`config.mk`:
```
export PLATFORM = sky130hd
export DESIGN_NAME = mes_status_regs
export DESIGN_NICKNAME = d
export VERILOG_FILES = /design/src/include/mes_pkg.sv /design/src/hdl/mes_status_regs.sv
export SDC_FILE = /design/constraint.sdc
export NUM_CORES = 1
export LEC_CHECK = 0
export BUFFER_PORTS_ARGS = -buffer_cell sky130_fd_sc_hd__clkbuf_2
export CORE_MARGIN = 2
export CORE_UTILIZATION = 30
export DETAILED_ROUTE_END_ITERATION = 16
export GPL_TIMING_DRIVEN = 0
export SLEW_MARGIN = 25
export SYNTH_ARGS = -nofsm -noshare
export SYNTH_HDL_FRONTEND = slang
export SYNTH_SLANG_ARGS = --single-unit
```
`constraint.sdc`:
```
create_clock -name i_mclk -period 1.9 [get_ports i_mclk]
set_input_delay 0.19 -clock i_mclk [delete_from_list [all_inputs] [get_ports i_mclk]]
set_output_delay 0.19 -clock i_mclk [all_outputs]
set_load 0.03 [all_outputs]
```
`src/include/mes_pkg.sv`:
```
// mes_pkg: constants and carrier types of the estimator status bank.
// assumes one 10 MHz clock and an Avalon-MM slave port with byte addressing.
`default_nettype none
package mes_pkg;

  // ==========================================================
  // bus geometry
  localparam int unsigned AVM_AW = 13;
  localparam int unsigned AVM_DW = 32;
  localparam int unsigned IDX_W  = 11;
  localparam int unsigned LANE_W = 2;

  // ==========================================================
  // register indexes; byte address is four times the index
  localparam logic [IDX_W-1:0] IDX_RESYNC_SPEED = 11'h684;
  localparam logic [IDX_W-1:0] IDX_POS_STEP     = 11'h6b8;
  localparam logic [IDX_W-1:0] IDX_POS_ANGLE    = 11'h6fc;
  localparam logic [IDX_W-1:0] IDX_BEMF_D       = 11'h742;
  localparam logic [IDX_W-1:0] IDX_BEMF_Q       = 11'h744;
  localparam logic [IDX_W-1:0] IDX_ROTOR_SPEED  = 11'h752;
  localparam logic [IDX_W-1:0] IDX_ROTOR_ANGLE  = 11'h756;

  // ==========================================================
  // field layout and reset values
  localparam int unsigned FRAC_BITS = 27;
  localparam int unsigned STEP_W    = 4;
  localparam int unsigned STEP_FW   = 16;
  localparam logic [AVM_DW-1:0] RESET_VALUE = 32'h0000_0000;
  localparam logic [LANE_W-1:0] LANE_ALIGNED = 2'h0;

  // ==========================================================
  // avalon response codes
  localparam logic [1:0] RESP_OKAY   = 2'h0;
  localparam logic [1:0] RESP_DECERR = 2'h3;

  // ==========================================================
  // position detect step codes
  typedef enum logic [STEP_W-1:0] {
    STEP_INIT            = 4'h0,
    STEP_VECTOR_SETUP    = 4'h1,
    STEP_RUN             = 4'h2,
    STEP_SLOW_RISE_TIMING = 4'h3,
    STEP_SLOW_FALL_TIMING = 4'h4,
    STEP_WAIT_DECAY      = 4'h5,
    STEP_COLLECT_TIMES   = 4'h6,
    STEP_NEXT_VECTOR     = 4'h7,
    STEP_SECTOR_CALC     = 4'h8,
    STEP_POSITION_CALC   = 4'h9,
    STEP_ANGLE_CALC      = 4'ha,
    STEP_DONE            = 4'hb,
    STEP_ERROR           = 4'hc
  } mes_step_t;

  // ==========================================================
  // carriers
  typedef struct packed {
    logic [AVM_DW-1:0] resync_speed_value;
    mes_step_t         position_detect_step;
    logic [AVM_DW-1:0] position_detect_angle;
    logic [AVM_DW-1:0] direct_axis_bemf;
    logic [AVM_DW-1:0] quadrature_axis_bemf;
    logic [AVM_DW-1:0] estimated_rotor_speed;
    logic [AVM_DW-1:0] estimated_rotor_angle;
  } mes_status_t;

  typedef struct packed {
    logic [AVM_AW-1:0]   address;
    logic                read;
    logic                write;
    logic [AVM_DW-1:0]   writedata;
    logic [AVM_DW/8-1:0] byteenable;
  } mes_avm_req_t;

  typedef struct packed {
    logic [AVM_DW-1:0] readdata;
    logic              waitrequest;
    logic [1:0]        response;
  } mes_avm_rsp_t;

  typedef enum logic {
    PH_IDLE,
    PH_ANSWER
  } mes_phase_t;

endpackage
`default_nettype wire

```
`src/hdl/mes_status_regs.sv`:
```
// mes_status_regs: read-only bank that mirrors the sensorless estimator's
// internal variables onto an Avalon-MM slave with waitrequest.
// assumes i_status comes from logic on i_mclk; no pin inputs.
`default_nettype none

module mes_status_regs
  import mes_pkg::*;
(
  input  wire logic         i_mclk,   // 10 MHz system clock
  input  wire logic         i_rst,    // synchronous reset, high
  input  wire mes_status_t  i_status, // live estimator values
  input  wire mes_avm_req_t i_avm,    // avalon request
  output var  mes_avm_rsp_t o_avm     // avalon answer
);

  // ==========================================================
  // state
  typedef struct packed {
    mes_phase_t        phase;
    logic [AVM_DW-1:0] rdata;
    logic [1:0]        resp;
    mes_status_t       mirror;
  } mes_state_t;

  mes_state_t st_q;
  mes_state_t st_d;

  logic [IDX_W-1:0]  idx;
  logic              aligned;
  logic              req;
  logic              hit;
  logic [AVM_DW-1:0] sel;

  assign idx     = i_avm.address[AVM_AW-1:LANE_W];
  assign aligned = (i_avm.address[LANE_W-1:0] == LANE_ALIGNED);
  assign req     = (i_avm.read | i_avm.write) & (st_q.phase == PH_IDLE);

  // ==========================================================
  // read decode
  always_comb begin
    hit = aligned;
    sel = RESET_VALUE;
    case (idx)
      IDX_RESYNC_SPEED: begin
        sel = st_q.mirror.resync_speed_value;
      end
      IDX_POS_STEP: begin
        // upper half reserved, reads zero
        sel = {{(AVM_DW-STEP_FW){1'b0}},
               {(STEP_FW-STEP_W){1'b0}},
               st_q.mirror.position_detect_step};
      end
      IDX_POS_ANGLE: begin
        sel = st_q.mirror.position_detect_angle;
      end
      IDX_BEMF_D: begin
        sel = st_q.mirror.direct_axis_bemf;
      end
      IDX_BEMF_Q: begin
        sel = st_q.mirror.quadrature_axis_bemf;
      end
      IDX_ROTOR_SPEED: begin
        sel = st_q.mirror.estimated_rotor_speed;
      end
      IDX_ROTOR_ANGLE: begin
        sel = st_q.mirror.estimated_rotor_angle;
      end
      default: begin
        hit = 1'b0;
      end
    endcase
    if (!aligned) begin
      sel = RESET_VALUE;
    end
  end

  // ==========================================================
  // next state
  always_comb begin
    st_d = st_q;
    // mirror follows the estimator only; no bus path reaches it
    st_d.mirror = i_status;
    case (st_q.phase)
      PH_IDLE: begin
        if (req) begin
          st_d.phase = PH_ANSWER;
          // a write stores nothing; it only gets its answer
          st_d.rdata = i_avm.read ? sel : RESET_VALUE;
          st_d.resp  = hit ? RESP_OKAY : RESP_DECERR;
        end
      end
      PH_ANSWER: begin
        st_d.phase = PH_IDLE;
      end
      default: begin
        st_d.phase = PH_IDLE;
      end
    endcase
  end

  always_ff @(posedge i_mclk) begin
    if (i_rst) begin
      st_q.phase  <= PH_IDLE;
      st_q.rdata  <= RESET_VALUE;
      st_q.resp   <= RESP_OKAY;
      st_q.mirror <= '0;
    end else begin
      st_q <= st_d;
    end
  end

  // ==========================================================
  // outputs
  // one wait cycle: a fresh request always sees waitrequest high first
  always_comb begin
    o_avm.readdata    = st_q.rdata;
    o_avm.waitrequest = (st_q.phase != PH_ANSWER);
    o_avm.response    = st_q.resp;
  end

  logic rd_at;
  assign rd_at = req & i_avm.read & aligned;

  // ==========================================================
  // handshake checks: one wait cycle, then one answer cycle
  logic wr_at;
  logic miss_at;
  assign wr_at   = req & i_avm.write;
  assign miss_at = req & ~hit;
endmodule
`default_nettype wire

```
== After elaboration in Yosys (flattened, before gate mapping) ==
Index checks and enable logic that the tools add are counted.

* Equal/unequal tests: 7
* Multiplexer cells: 7
* Bitwise logic cells: 3
* Reductions and logical operators: 3

{| class="wikitable"
|+ Operators with widths
! cell !! number
|-
| $pmux 32 s7 || 1
|-
| $eq 11x11->1 const B || 7
|-
| $mux 32 || 2
|-
| $mux 35 || 1
|-
| $reduce_or 7->1 || 1
|-
| $logic_not 2->1 || 1
|-
| $mux 2 || 1
|-
| $pmux 1 s2 || 1
|-
| $reduce_and 2->1 || 1
|-
| $and 1x1->1 || 1
|-
| $mux 1 || 1
|-
| $not 1->1 || 1
|-
| $or 1x1->1 || 1
|}

* Register bits after elaboration: 231
* Input port bits: 249
* Output and inout bits: 35
* Word-level logic and storage cells: 30

== Longest topological paths before layout ==
Gate-level depths: netlist (run 1).

* Depth after elaboration: 6
* Depth in mapped cells: 8
* Gate-level depth less buffers: 5

== Worst setup path before layout (run 1) ==
No wires, ideal clock.

* Path kind: in2reg
* From: input i_avm[42] in the netlist's numbering
* To: register st_q (netlist bit o_avm[16])
* Library setup time: 0.087 ns
* Arrival: 1.828 ns
* Required time: 1.813 ns
* Path slack: -0.015 ns
* Cell stages on the path: 7
* Path buffers: 2
* Path through: buf_4 > or4b_1 > or2_0 > a211oi_2 > o2111ai_2 > buf_6 > a221oi_2

* Longest elaborated chain between the ends: 4
* Elaborated cells between the ends (all ways): 10
* Those cells by class: eq/ne: 7; mux: 3

{| class="wikitable"
|+ Ends and longest elaborated chain
! what !! line !! RTL
|-
| start, declared || mes_status_regs.sv:12 || <nowiki>input wire mes_avm_req_t i_avm,</nowiki>
|-
| $eq 11x11->1 || mes_status_regs.sv:43 || <nowiki>case (idx)</nowiki>
|-
| $pmux 32 s7 (*) || mes_status_regs.sv:43 ||
|-
| $mux 32 (*) || mes_status_regs.sv:72 || <nowiki>if (!aligned) begin</nowiki>
|-
| $mux 32 (*) || mes_status_regs.sv:88 || <nowiki>st_d.rdata = i_avm.read ? sel : RESET_VALUE;</nowiki>
|-
| end signal, assigned || mes_status_regs.sv:108 || <nowiki>st_q <= st_d;</nowiki>
|-
| end, declared || mes_status_regs.sv:25 || <nowiki>mes_state_t st_q;</nowiki>
|}

Every way passes the cells marked *; elsewhere a longest branch is shown, timed or not.
A chain may end at the register's enable or synchronous reset.

== Final worst setup path (run 1) ==
* From: input i_avm[43] in the netlist's numbering
* To: register st_q (netlist bit o_avm[4])

Same word-level chain as after synthesis.

==> reports/results.txt, run 1 <==
Fin Hold WS = 0.0956 ns
Net Sw Frac = 0.226
Register area = 4600 um^2
GRT Resource Usage Total = 0.211
Fillers = 2,555
Leakage power = 5.40 nW
DRC Markers = 0
CP Capture Type = register
Sequential area share after synthesis = 0.542
FF-to-FF setup slack = 0.13 ns
Synth Flop Type = dfxtp_1
Final setup violating endpoints = 0
Port Buf Inserts = 245
Commonest non-fill, non-tap cell in the layout = clkbuf_2
Final worst slack = 0.0217 ns
YS warnings = 0
DR WL/cell = 19.1 um
CTS clock-pin slew for the worst setup and hold paths = 0.06 ns
Clock Path Buffers = 3
Initial antenna violation count = 0
Count of state elements after synthesis = 230
Worst slew pin tran = 0.909 ns
Vias per cell = 4.58
Starting density of the core = 0.305
Tot Pwr = 11.3 mW
Slew headroom = 0.394
Synth async-reset ratio = 0
Mapped cell area = 8500 um^2
Xor/xnor share of the synthesized area = 0.00103
Worst vdd ir = 0.519 mV
Post-DP HPWL = 22.2 mm
Die Height = 172 um
Fin cells = 1,667
Number of max-cap violations = 0
Area Overhead vs Synth = 55.2%
Post-synthesis adder-cell area fraction = 0
Nets = 1,518
Worst Path Max Fanout = 10
Fin crit share = 0.989
Simple-Gate Fraction of Synth Area = 0.198
Int Pwr = 8.78 mW
Area of the multi-input gates = 3430 um^2
Row count = 61
Core area = 27,900 um^2
CP Launch Type = input pin
Synth Area per Inst = 10.7 um^2
Clk network pwr share = 0.449
RD Place Congestion = 0.833
Hold Vio Cnt, Final = 0
Hold Path Cell Cnt = 3
Slowest Stage Delay on Critical Path = 0.58 ns
GR Overflow Total = 0
Worst skew pair latency = 0.52 ns
Root buf cell = clkbuf_16
Largest net degree at the start of global routing = 14
CTS tree = built
IO Pins = 284
Placed instance area = 10,200 um^2
Worst path required time = 2.32 ns
Largest family of logic cells by synthesized area = simple AND/OR/NAND/NOR gates
Clock Sink Count = 230
Worst Skew = 0.00722 ns
TritonCTS Buffers = 26
Yosys cell types = 50
Crit path DAT = 2.30 ns
Layout cells sized above 1 = 0.302
Final Critical Period = 1.88 ns
Register-to-Register Path Depth = 6
H-Tree Depth = 1
CP Cell Sequence = clkbuf_2 > or4b_4 > or2_0 > a211oi_4 > o2111ai_4 > buf_6 > a221oi_2
Final ANT Viol Nets = 0
Final Max Slew Viols = 0
Status = finished, final reports clean
Global-route wire length before repair = 46.1 mm
Switching power = 2.57 mW
First-pass detailed-route iteration total = 6
Achievable Freq = 0.532 GHz
Net Count, Synth = 1,042
Die area = 29,700 um^2
Post-synth EDFFs = 0
Worst path slowest cell = or4b_4
Cells after DPL = 1,416
RSZ-0062 raised after global routing = no
Setup_tns = 0 ns
1st-iter DRT viols = 414
Via count = 7,627
Final core utilization = 0.474
Synth Area in Compound Gates = 0.160
Most frequent cells in the layout = 254 x clkbuf_2, 230 x dfxtp_1, 198 x dlygate4sd3_1, 197 x nor2b_1, 47 x nand2_1
WS Path Type = in2reg
Worst min path class = in2reg
Design area = 13,200 um^2
Mux share of post-synthesis cell area = 0.0377
Power density cells = 860 nW/um^2
Syn Inst Count = 793
Vias in the first global route = 7,893
Post-Route WL = 31.9 mm
Diode count = 0
Die Width = 172 um
Comb pwr share = 0.101
Setup slack at placement = -0.953 ns
Reg power frac = 0.451
synthesized netlist by cell type (3+ instances only):
| cell type | n | share of area |
|---|---|---|
| a21oi_1 | 10 | 0.0059 |
| a221oi_1 | 6 | 0.0062 |
| a221oi_2 | 30 | 0.053 |
| a222oi_1 | 16 | 0.019 |
| a22o_1 | 11 | 0.011 |
| a22oi_1 | 28 | 0.025 |
| and3_1 | 6 | 0.0044 |
| buf_1 | 3 | 0.0013 |
| buf_2 | 5 | 0.0029 |
| buf_4 | 35 | 0.031 |
| buf_6 | 3 | 0.0040 |
| clkbuf_1 | 46 | 0.020 |
| dfxtp_1 | 230 | 0.54 |
| inv_1 | 4 | 0.0018 |
| mux2i_1 | 32 | 0.038 |
| nand2_1 | 48 | 0.021 |
| nand3_1 | 5 | 0.0029 |
| nor2_1 | 9 | 0.0040 |
| nor2b_1 | 198 | 0.15 |
| o21ai_0 | 8 | 0.0047 |
| o22ai_1 | 11 | 0.0081 |
| o2bb2ai_1 | 12 | 0.012 |
| o32ai_1 | 3 | 0.0031 |
power groups by stage:
stage	combinational (mW)	clock, mW	sequential, mW
finish	1.14	5.09	5.11
global route	1.23	5.39	5.13
CTS	1.12	5.20	5.11
detailed placement	0.790	0	5.21
global placement	0.790	0	5.21
floorplan	0.376	0	5.19
timing repair:
action                                  4_1_cts  5_1_grt
hold endpoints to repair                    197        0
gates resized for setup                      19       15
hold buffers                                198        0
setup buffers                                 2        3
endpoints found under the setup margin       34       32
pin swaps                                     1        3
worst paths after layout:
check,startpoint,to
worst min-delay path,i_avm[37],o_avm[13]
worst max register to register,st_q[230],o_avm[20]
worst max-delay path,i_avm[43],o_avm[4]
worst min register to register,o_avm[10],o_avm[10]
state kept, by name, indices dropped and copies added (netlist names):
signal / cells
st_q: 197
o_avm: 33
layer usage:
layer / global-route usage / wire (um) / vias up
li1: - / - / 3689
met1: 0.271 / 14200 / 3628
met2: 0.366 / 15300 / 261
met3: 0.0339 / 1610 / 49
met4: 0.0632 / 828 / 0
met5: 0 / 0 / -
critical path: cells and delay by family:
family	cells	cell delay, ns
compound gates	3	0.87
buf+inv	2	0.39
simple gates	2	0.84
area by class of cell:
| class | count | share of cell area |
|---|---|---|
| Buffer | 92 | 0.0408 |
| Clock buffer | 38 | 0.0589 |
| Clock inverter | 10 | 0.00834 |
| Inverter | 4 | 0.00114 |
| Multi-Input combinational cell | 467 | 0.260 |
| Sequential cell | 230 | 0.349 |
| Tap cell | 378 | 0.0358 |
| Timing Repair Buffer | 448 | 0.246 |
cell families (layout without fill, tap and decap cells):
logic type / count (synthesis) / count (layout)
AND/OR/NAND/NOR: 288 / 288
flip-flops: 230 / 230
AO/OA/AOI/OAI: 146 / 146
buffers and inverters: 96 / 592
multiplexers: 32 / 32
XOR/XNOR: 1 / 1
Power figures use the tool's default switching activity.
==> inputs of run 2 (changes only) <==
RECOVER_POWER = 25   (was default)
==> run 2 against run 1 <==
  * Sequential share of layout area is essentially flat
  * Via count about the same
  * Sequential cell count did not move
  * Power hardly changed
  * Hold slack barely moved
  * Combinational power is essentially flat
  * Sequential power about the same
  * Clock-buffer cell count is the same
  * Clock power is essentially flat
  * Utilization is essentially flat
  * Clock skew is the same
  * Critical path type unchanged
  * Highest routed layer unchanged
==> reports/results.txt, run 2 (synthesis results as in run 1) <==
Final setup violating endpoints = 0
H-Tree Depth = 1
Slowest Stage Delay on Critical Path = 0.58 ns
CP Launch Type = input pin
Starting density of the core = 0.305
Worst reg2reg startpoint = st_q[230]
Power density cells = 860 nW/um^2
Post-DP HPWL = 22.2 mm
Final Max Slew Viols = 0
Final Critical Period = 1.88 ns
Max reg flops = 197
Cells after DPL = 1,416
Hold Vio Cnt, Final = 0
Die area = 29,700 um^2
Placed instance area = 10,200 um^2
FF-to-FF setup slack = 0.13 ns
Worst Hold Launch = i_avm[37]
TritonCTS Buffers = 26
Switching power = 2.57 mW
IO Pins = 284
Final ANT Viol Nets = 0
RD Place Congestion = 0.833
Port Buf Inserts = 245
RR Endpoint = o_avm[20]
Initial antenna violation count = 0
Hold Path Cell Cnt = 3
Vias in the first global route = 7,893
Status = finished, final reports clean
Die Height = 172 um
Worst slew pin tran = 0.909 ns
Via count = 7,629
Slew headroom = 0.394
Diode count = 0
Post-Route WL = 31.9 mm
CP Cell Sequence = clkbuf_2 > or4b_4 > or2_0 > a211oi_4 > o2111ai_4 > buf_6 > a221oi_2
Area Overhead vs Synth = 55.2%
Worst path slowest cell = or4b_4
Fin crit share = 0.989
Design area = 13,200 um^2
Int Pwr = 8.77 mW
Clock Sink Count = 230
Number of max-cap violations = 0
Comb pwr share = 0.100
Largest net degree at the start of global routing = 14
Layout cells sized above 1 = 0.300
Crit path DAT = 2.30 ns
First-pass detailed-route iteration total = 6
CP Capture Type = register
Fillers = 2,555
Net Sw Frac = 0.226
DRC Markers = 0
1st-iter DRT viols = 414
Worst min path class = in2reg
Setup slack at placement = -0.953 ns
Worst Path Max Fanout = 10
Clk network pwr share = 0.449
Worst path required time = 2.32 ns
Most flops, register = st_q
Clock Path Buffers = 3
Row count = 61
DR WL/cell = 19.2 um
RSZ-0062 raised after global routing = no
Fin cells = 1,667
CTS tree = built
Root buf cell = clkbuf_16
Nets = 1,518
WS Path Type = in2reg
Worst Hold Endpoint = o_avm[13]
Worst vdd ir = 0.519 mV
Register-to-Register Path Depth = 6
Tot Pwr = 11.3 mW
Global-route wire length before repair = 46.1 mm
Achievable Freq = 0.532 GHz
Final worst slack = 0.0217 ns
GR Overflow Total = 0
Reg power frac = 0.451
Worst skew pair latency = 0.52 ns
Leakage power = 5.40 nW
GRT Resource Usage Total = 0.211
CTS clock-pin slew for the worst setup and hold paths = 0.06 ns
Vias per cell = 4.58
Most frequent cells in the layout = 252 x clkbuf_2, 230 x dfxtp_1, 198 x dlygate4sd3_1, 197 x nor2b_1, 47 x nand2_1
Worst Skew = 0.00722 ns
Core area = 27,900 um^2
Die Width = 172 um
Commonest non-fill, non-tap cell in the layout = clkbuf_2
[run 2: cell types whose count changed in the layout (fill, tap and decap cells not counted)]
| cell | previous run | this run |
|---|---|---|
| clkbuf_1 | 41 | 43 |
| clkbuf_2 | 254 | 252 |
[run 2: layout make-up]
class,instances,area [um^2],share of cell area
multi-input combinational,467,3430,0.260
clock buffer,38,777,0.0589
inverter,4,15.0,0.00114
clock inverter,10,110,0.00835
timing repair buffer,448,3240,0.246
tap,378,473,0.0358
sequential,230,4600,0.349
buffer,92,538,0.0408
[run 2: how the worst max path moves through the flow]
stage	startpoint	to	slack, ns	depth (start not counted)
floorplan	i_avm[42]	o_avm[16]	0.01	7
global placement	i_avm[44]	o_avm[7]	-0.95	7
detailed placement	i_avm[44]	o_avm[7]	-0.95	7
CTS	i_avm[43]	o_avm[19]	0.002	8
global route	st_q[230]	o_avm[29]	0.002	5
finish	i_avm[43]	o_avm[4]	0.02	7
[run 2: worst max-delay path: cells and delay by family]
family,cells,cell delay [ns]
simple gates,2,0.84
compound gates,3,0.87
buf+inv,2,0.39
[run 2: timing repair]
| action | CTS | global route |
|---|---|---|
| hold endpoints to repair | 197 | 0 |
| pin swaps | 1 | 3 |
| resized for setup | 19 | 15 |
| endpoints found under the setup margin | 34 | 32 |
| hold buffers | 198 | 0 |
| buffers inserted | 2 | 3 |
[run 2: power groups by stage]
stage                     Clock (mW)  Sequential [mW]  Combinational, mW
after floorplan                    0             5.19              0.376
after global placement             0             5.21              0.790
after detailed placement           0             5.21              0.790
after CTS                       5.20             5.11               1.12
after global routing            5.39             5.13               1.23
final                           5.09             5.11               1.14
[run 2: metrics by stage]
stage / utilization / hold slack [ns] / setup TNS, ns
finish: 0.474 / 0.0956 / 0
global route: 0.474 / 0.0909 / 0
CTS: 0.472 / 0.0740 / 0
detailed placement: 0.366 / 0.403 / -26.26
global placement: 0.366 / 0.402 / -25.80
floorplan: - / 0.318 / 0
[run 2: per-layer routing]
layer / wire length, um / part of all wire / GRT usage
met5: 0 / 0 / 0
met4: 828 / 0.026 / 0.0632
met2: 15300 / 0.48 / 0.366
met3: 1620 / 0.051 / 0.0339
met1: 14200 / 0.45 / 0.271
==> inputs of run 3 (changes only) <==
--- a/config.mk
+++ b/config.mk
@@ -8,7 +8,8 @@
 export BUFFER_PORTS_ARGS = -buffer_cell sky130_fd_sc_hd__clkbuf_2
 export CORE_MARGIN = 2
-export CORE_UTILIZATION = 30
+export CORE_UTILIZATION = 45
 export DETAILED_ROUTE_END_ITERATION = 16
 export GPL_TIMING_DRIVEN = 0
+export PLACE_DENSITY = 0.82
 export RECOVER_POWER = 25
 export SLEW_MARGIN = 25
==> constraint.sdc (replaced) <==
create_clock -name i_mclk -period 1.9 [get_ports i_mclk]
set_input_delay 0.19 -clock i_mclk [delete_from_list [all_inputs] [get_ports i_mclk]]
set_output_delay 0.19 -clock i_mclk [all_outputs]
set_load 0.02 [all_outputs]
==> run 3 against run 2 <==
  * Die area down 33%
  * Cell count shrank 9.0%
  * Non-clock buffer count fell by 1
  * Clock skew is 0.0063 ns higher
  * Maximum frequency increased by 0.60%
  * Hold slack improved by 0.0070 ns
  * Routed wire length rose by 1.7%
  * Global-route usage up 10 points
  * Critical path type unchanged
==> reports/results.txt, run 3 (synthesis results as in run 1) <==
Worst skew pair latency = 0.52 ns
Initial antenna violation count = 2
Area of the multi-input gates = 3430 um^2
Port Buf Inserts = 245
Row count = 50
Vias per cell = 5.26
Die Height = 141 um
CP Launch Type = input pin
Vias in the first global route = 8,536
Worst vdd ir = 0.729 mV
Most flops, register = st_q
Final setup violating endpoints = 0
Max reg flops = 197
First-pass detailed-route iteration total = 5
Global-route wire length before repair = 48.1 mm
CP Capture Type = register
Number of max-cap violations = 0
GRT Resource Usage Total = 0.316
Crit path DAT = 2.28 ns
Register area = 4600 um^2
Worst Skew = 0.0136 ns
Commonest non-fill, non-tap cell in the layout = clkbuf_2
Starting density of the core = 0.456
Clock Sink Count = 230
Clock Path Buffers = 3
CTS tree = built
Worst path required time = 2.31 ns
Root buf cell = clkbuf_16
Fin cells = 1,517
Setup slack at placement = -0.849 ns
Area Overhead vs Synth = 52.0%
IO Pins = 284
Status = finished, final reports clean
Worst min path class = in2reg
Buf/Inv on CP = 2
DRC Markers = 0
Post-DP HPWL = 19.5 mm
Fin Hold WS = 0.103 ns
Largest net degree at the start of global routing = 14
Final Critical Period = 1.87 ns
Power density cells = 859 nW/um^2
Leakage power = 5.36 nW
Crit path max-delay family = simple AND/OR/NAND/NOR gates
Nets = 1,515
Worst Path Max Fanout = 10
Final core utilization = 0.693
Final Max Slew Viols = 0
Final worst slack = 0.0328 ns
Slowest Stage Delay on Critical Path = 0.58 ns
Fillers = 1,318
Worst path slowest cell = or4b_4
Via count = 7,983
Post-Route WL = 32.5 mm
1st-iter DRT viols = 536
TritonCTS Buffers = 24
Die area = 20,000 um^2
Slew headroom = 0.363
WS Path Type = in2reg
Worst slew pin tran = 0.955 ns
Cells after DPL = 1,272
Die Width = 141 um
CP Cell Sequence = clkbuf_2 > or4b_4 > or2_0 > a211oi_4 > o2111ai_4 > buf_6 > a221oi_2
Core area = 18,600 um^2
Most frequent cells in the layout = 254 x clkbuf_2, 230 x dfxtp_1, 198 x dlygate4sd3_1, 197 x nor2b_1, 47 x nand2_1
CTS clock-pin slew for the worst setup and hold paths = 0.06 ns
Final ANT Viol Nets = 0
Achievable Freq = 0.536 GHz
Hold Vio Cnt, Final = 0
GR Overflow Total = 0
Layout cells sized above 1 = 0.295
DR WL/cell = 21.4 um
Fin crit share = 0.983
H-Tree Depth = 1
RD Place Congestion = 0.855
-- run 3: cell count changes in the layout (fill, tap and decap cells not counted), moves of 2 or more --
cell	delta
clkbuf_8	-2
clkbuf_16	-2
diode_2	+2
clkinv_2	-2
clkinvlp_4	-4
clkbuf_2	+2
-- run 3: where the power goes --
part | total, mW | internal [mW] | switching, mW
combinational | 1.15 | 0.621 | 0.530
sequential | 5.11 | 5.05 | 0.0654
clock | 4.83 | 2.96 | 1.88
total | 11.1 | 8.63 | 2.47
-- run 3: what timing repair did --
action / 4_1_cts / 5_1_grt
pin swaps: 0 / 3
hold buffers: 198 / 0
buffers inserted: 0 / 4
hold endpoints to repair: 197 / 0
resized for setup: 12 / 23
gates cloned: 0 / 0
setup endpoints to repair: 34 / 33
-- run 3: path summary, 6_finish.rpt --
kind | from | cells after the start | slack, ns | end
hold / removal | i_avm[37] | 3 | 0.10 | o_avm[12]
setup reg to reg | st_q[230] | 6 | 0.14 | o_avm[30]
hold reg to reg | o_avm[32] | 2 | 0.50 | o_avm[32]
setup / recovery | i_avm[43] | 7 | 0.03 | o_avm[30]
-- run 3: worst min-delay path: stages --
cell and delay (ns):
clkbuf_2 0.12, o2111ai_4 0.14, a221oi_1 0.10
-- run 3: stage by stage --
| stage | TNS (ns) | power (mW) | instance area, um^2 |
|---|---|---|---|
| floorplan | 0 | 5.57 | 8510 |
| global placement | -21.69 | 5.95 | 10000 |
| detailed placement | -23.61 | 5.97 | 10000 |
| CTS | 0 | 11.0 | 12900 |
| global route | -0.0108 | 11.4 | 12900 |
| finish | 0 | 11.1 | 12900 |
-- run 3: area by class of cell --
type | count | share of cell area
multi-input cells | 467 | 0.266
diodes | 2 | 0.000387
clock inverters | 5 | 0.00775
flip-flops and latches | 230 | 0.356
plain buffers | 92 | 0.0410
inverters | 4 | 0.00116
well taps | 234 | 0.0227
repair buffers | 447 | 0.250
clock buffers | 36 | 0.0547
-- run 3: routing by layer --
layer / GRT usage / routed length (um) / vias to the layer above
met1: 0.375 / 12800 / 3767
met3: 0.0503 / 2130 / 110
met5: 0 / 0 / -
met2: 0.561 / 15900 / 425
li1: - / - / 3681
met4: 0.146 / 1580 / 0
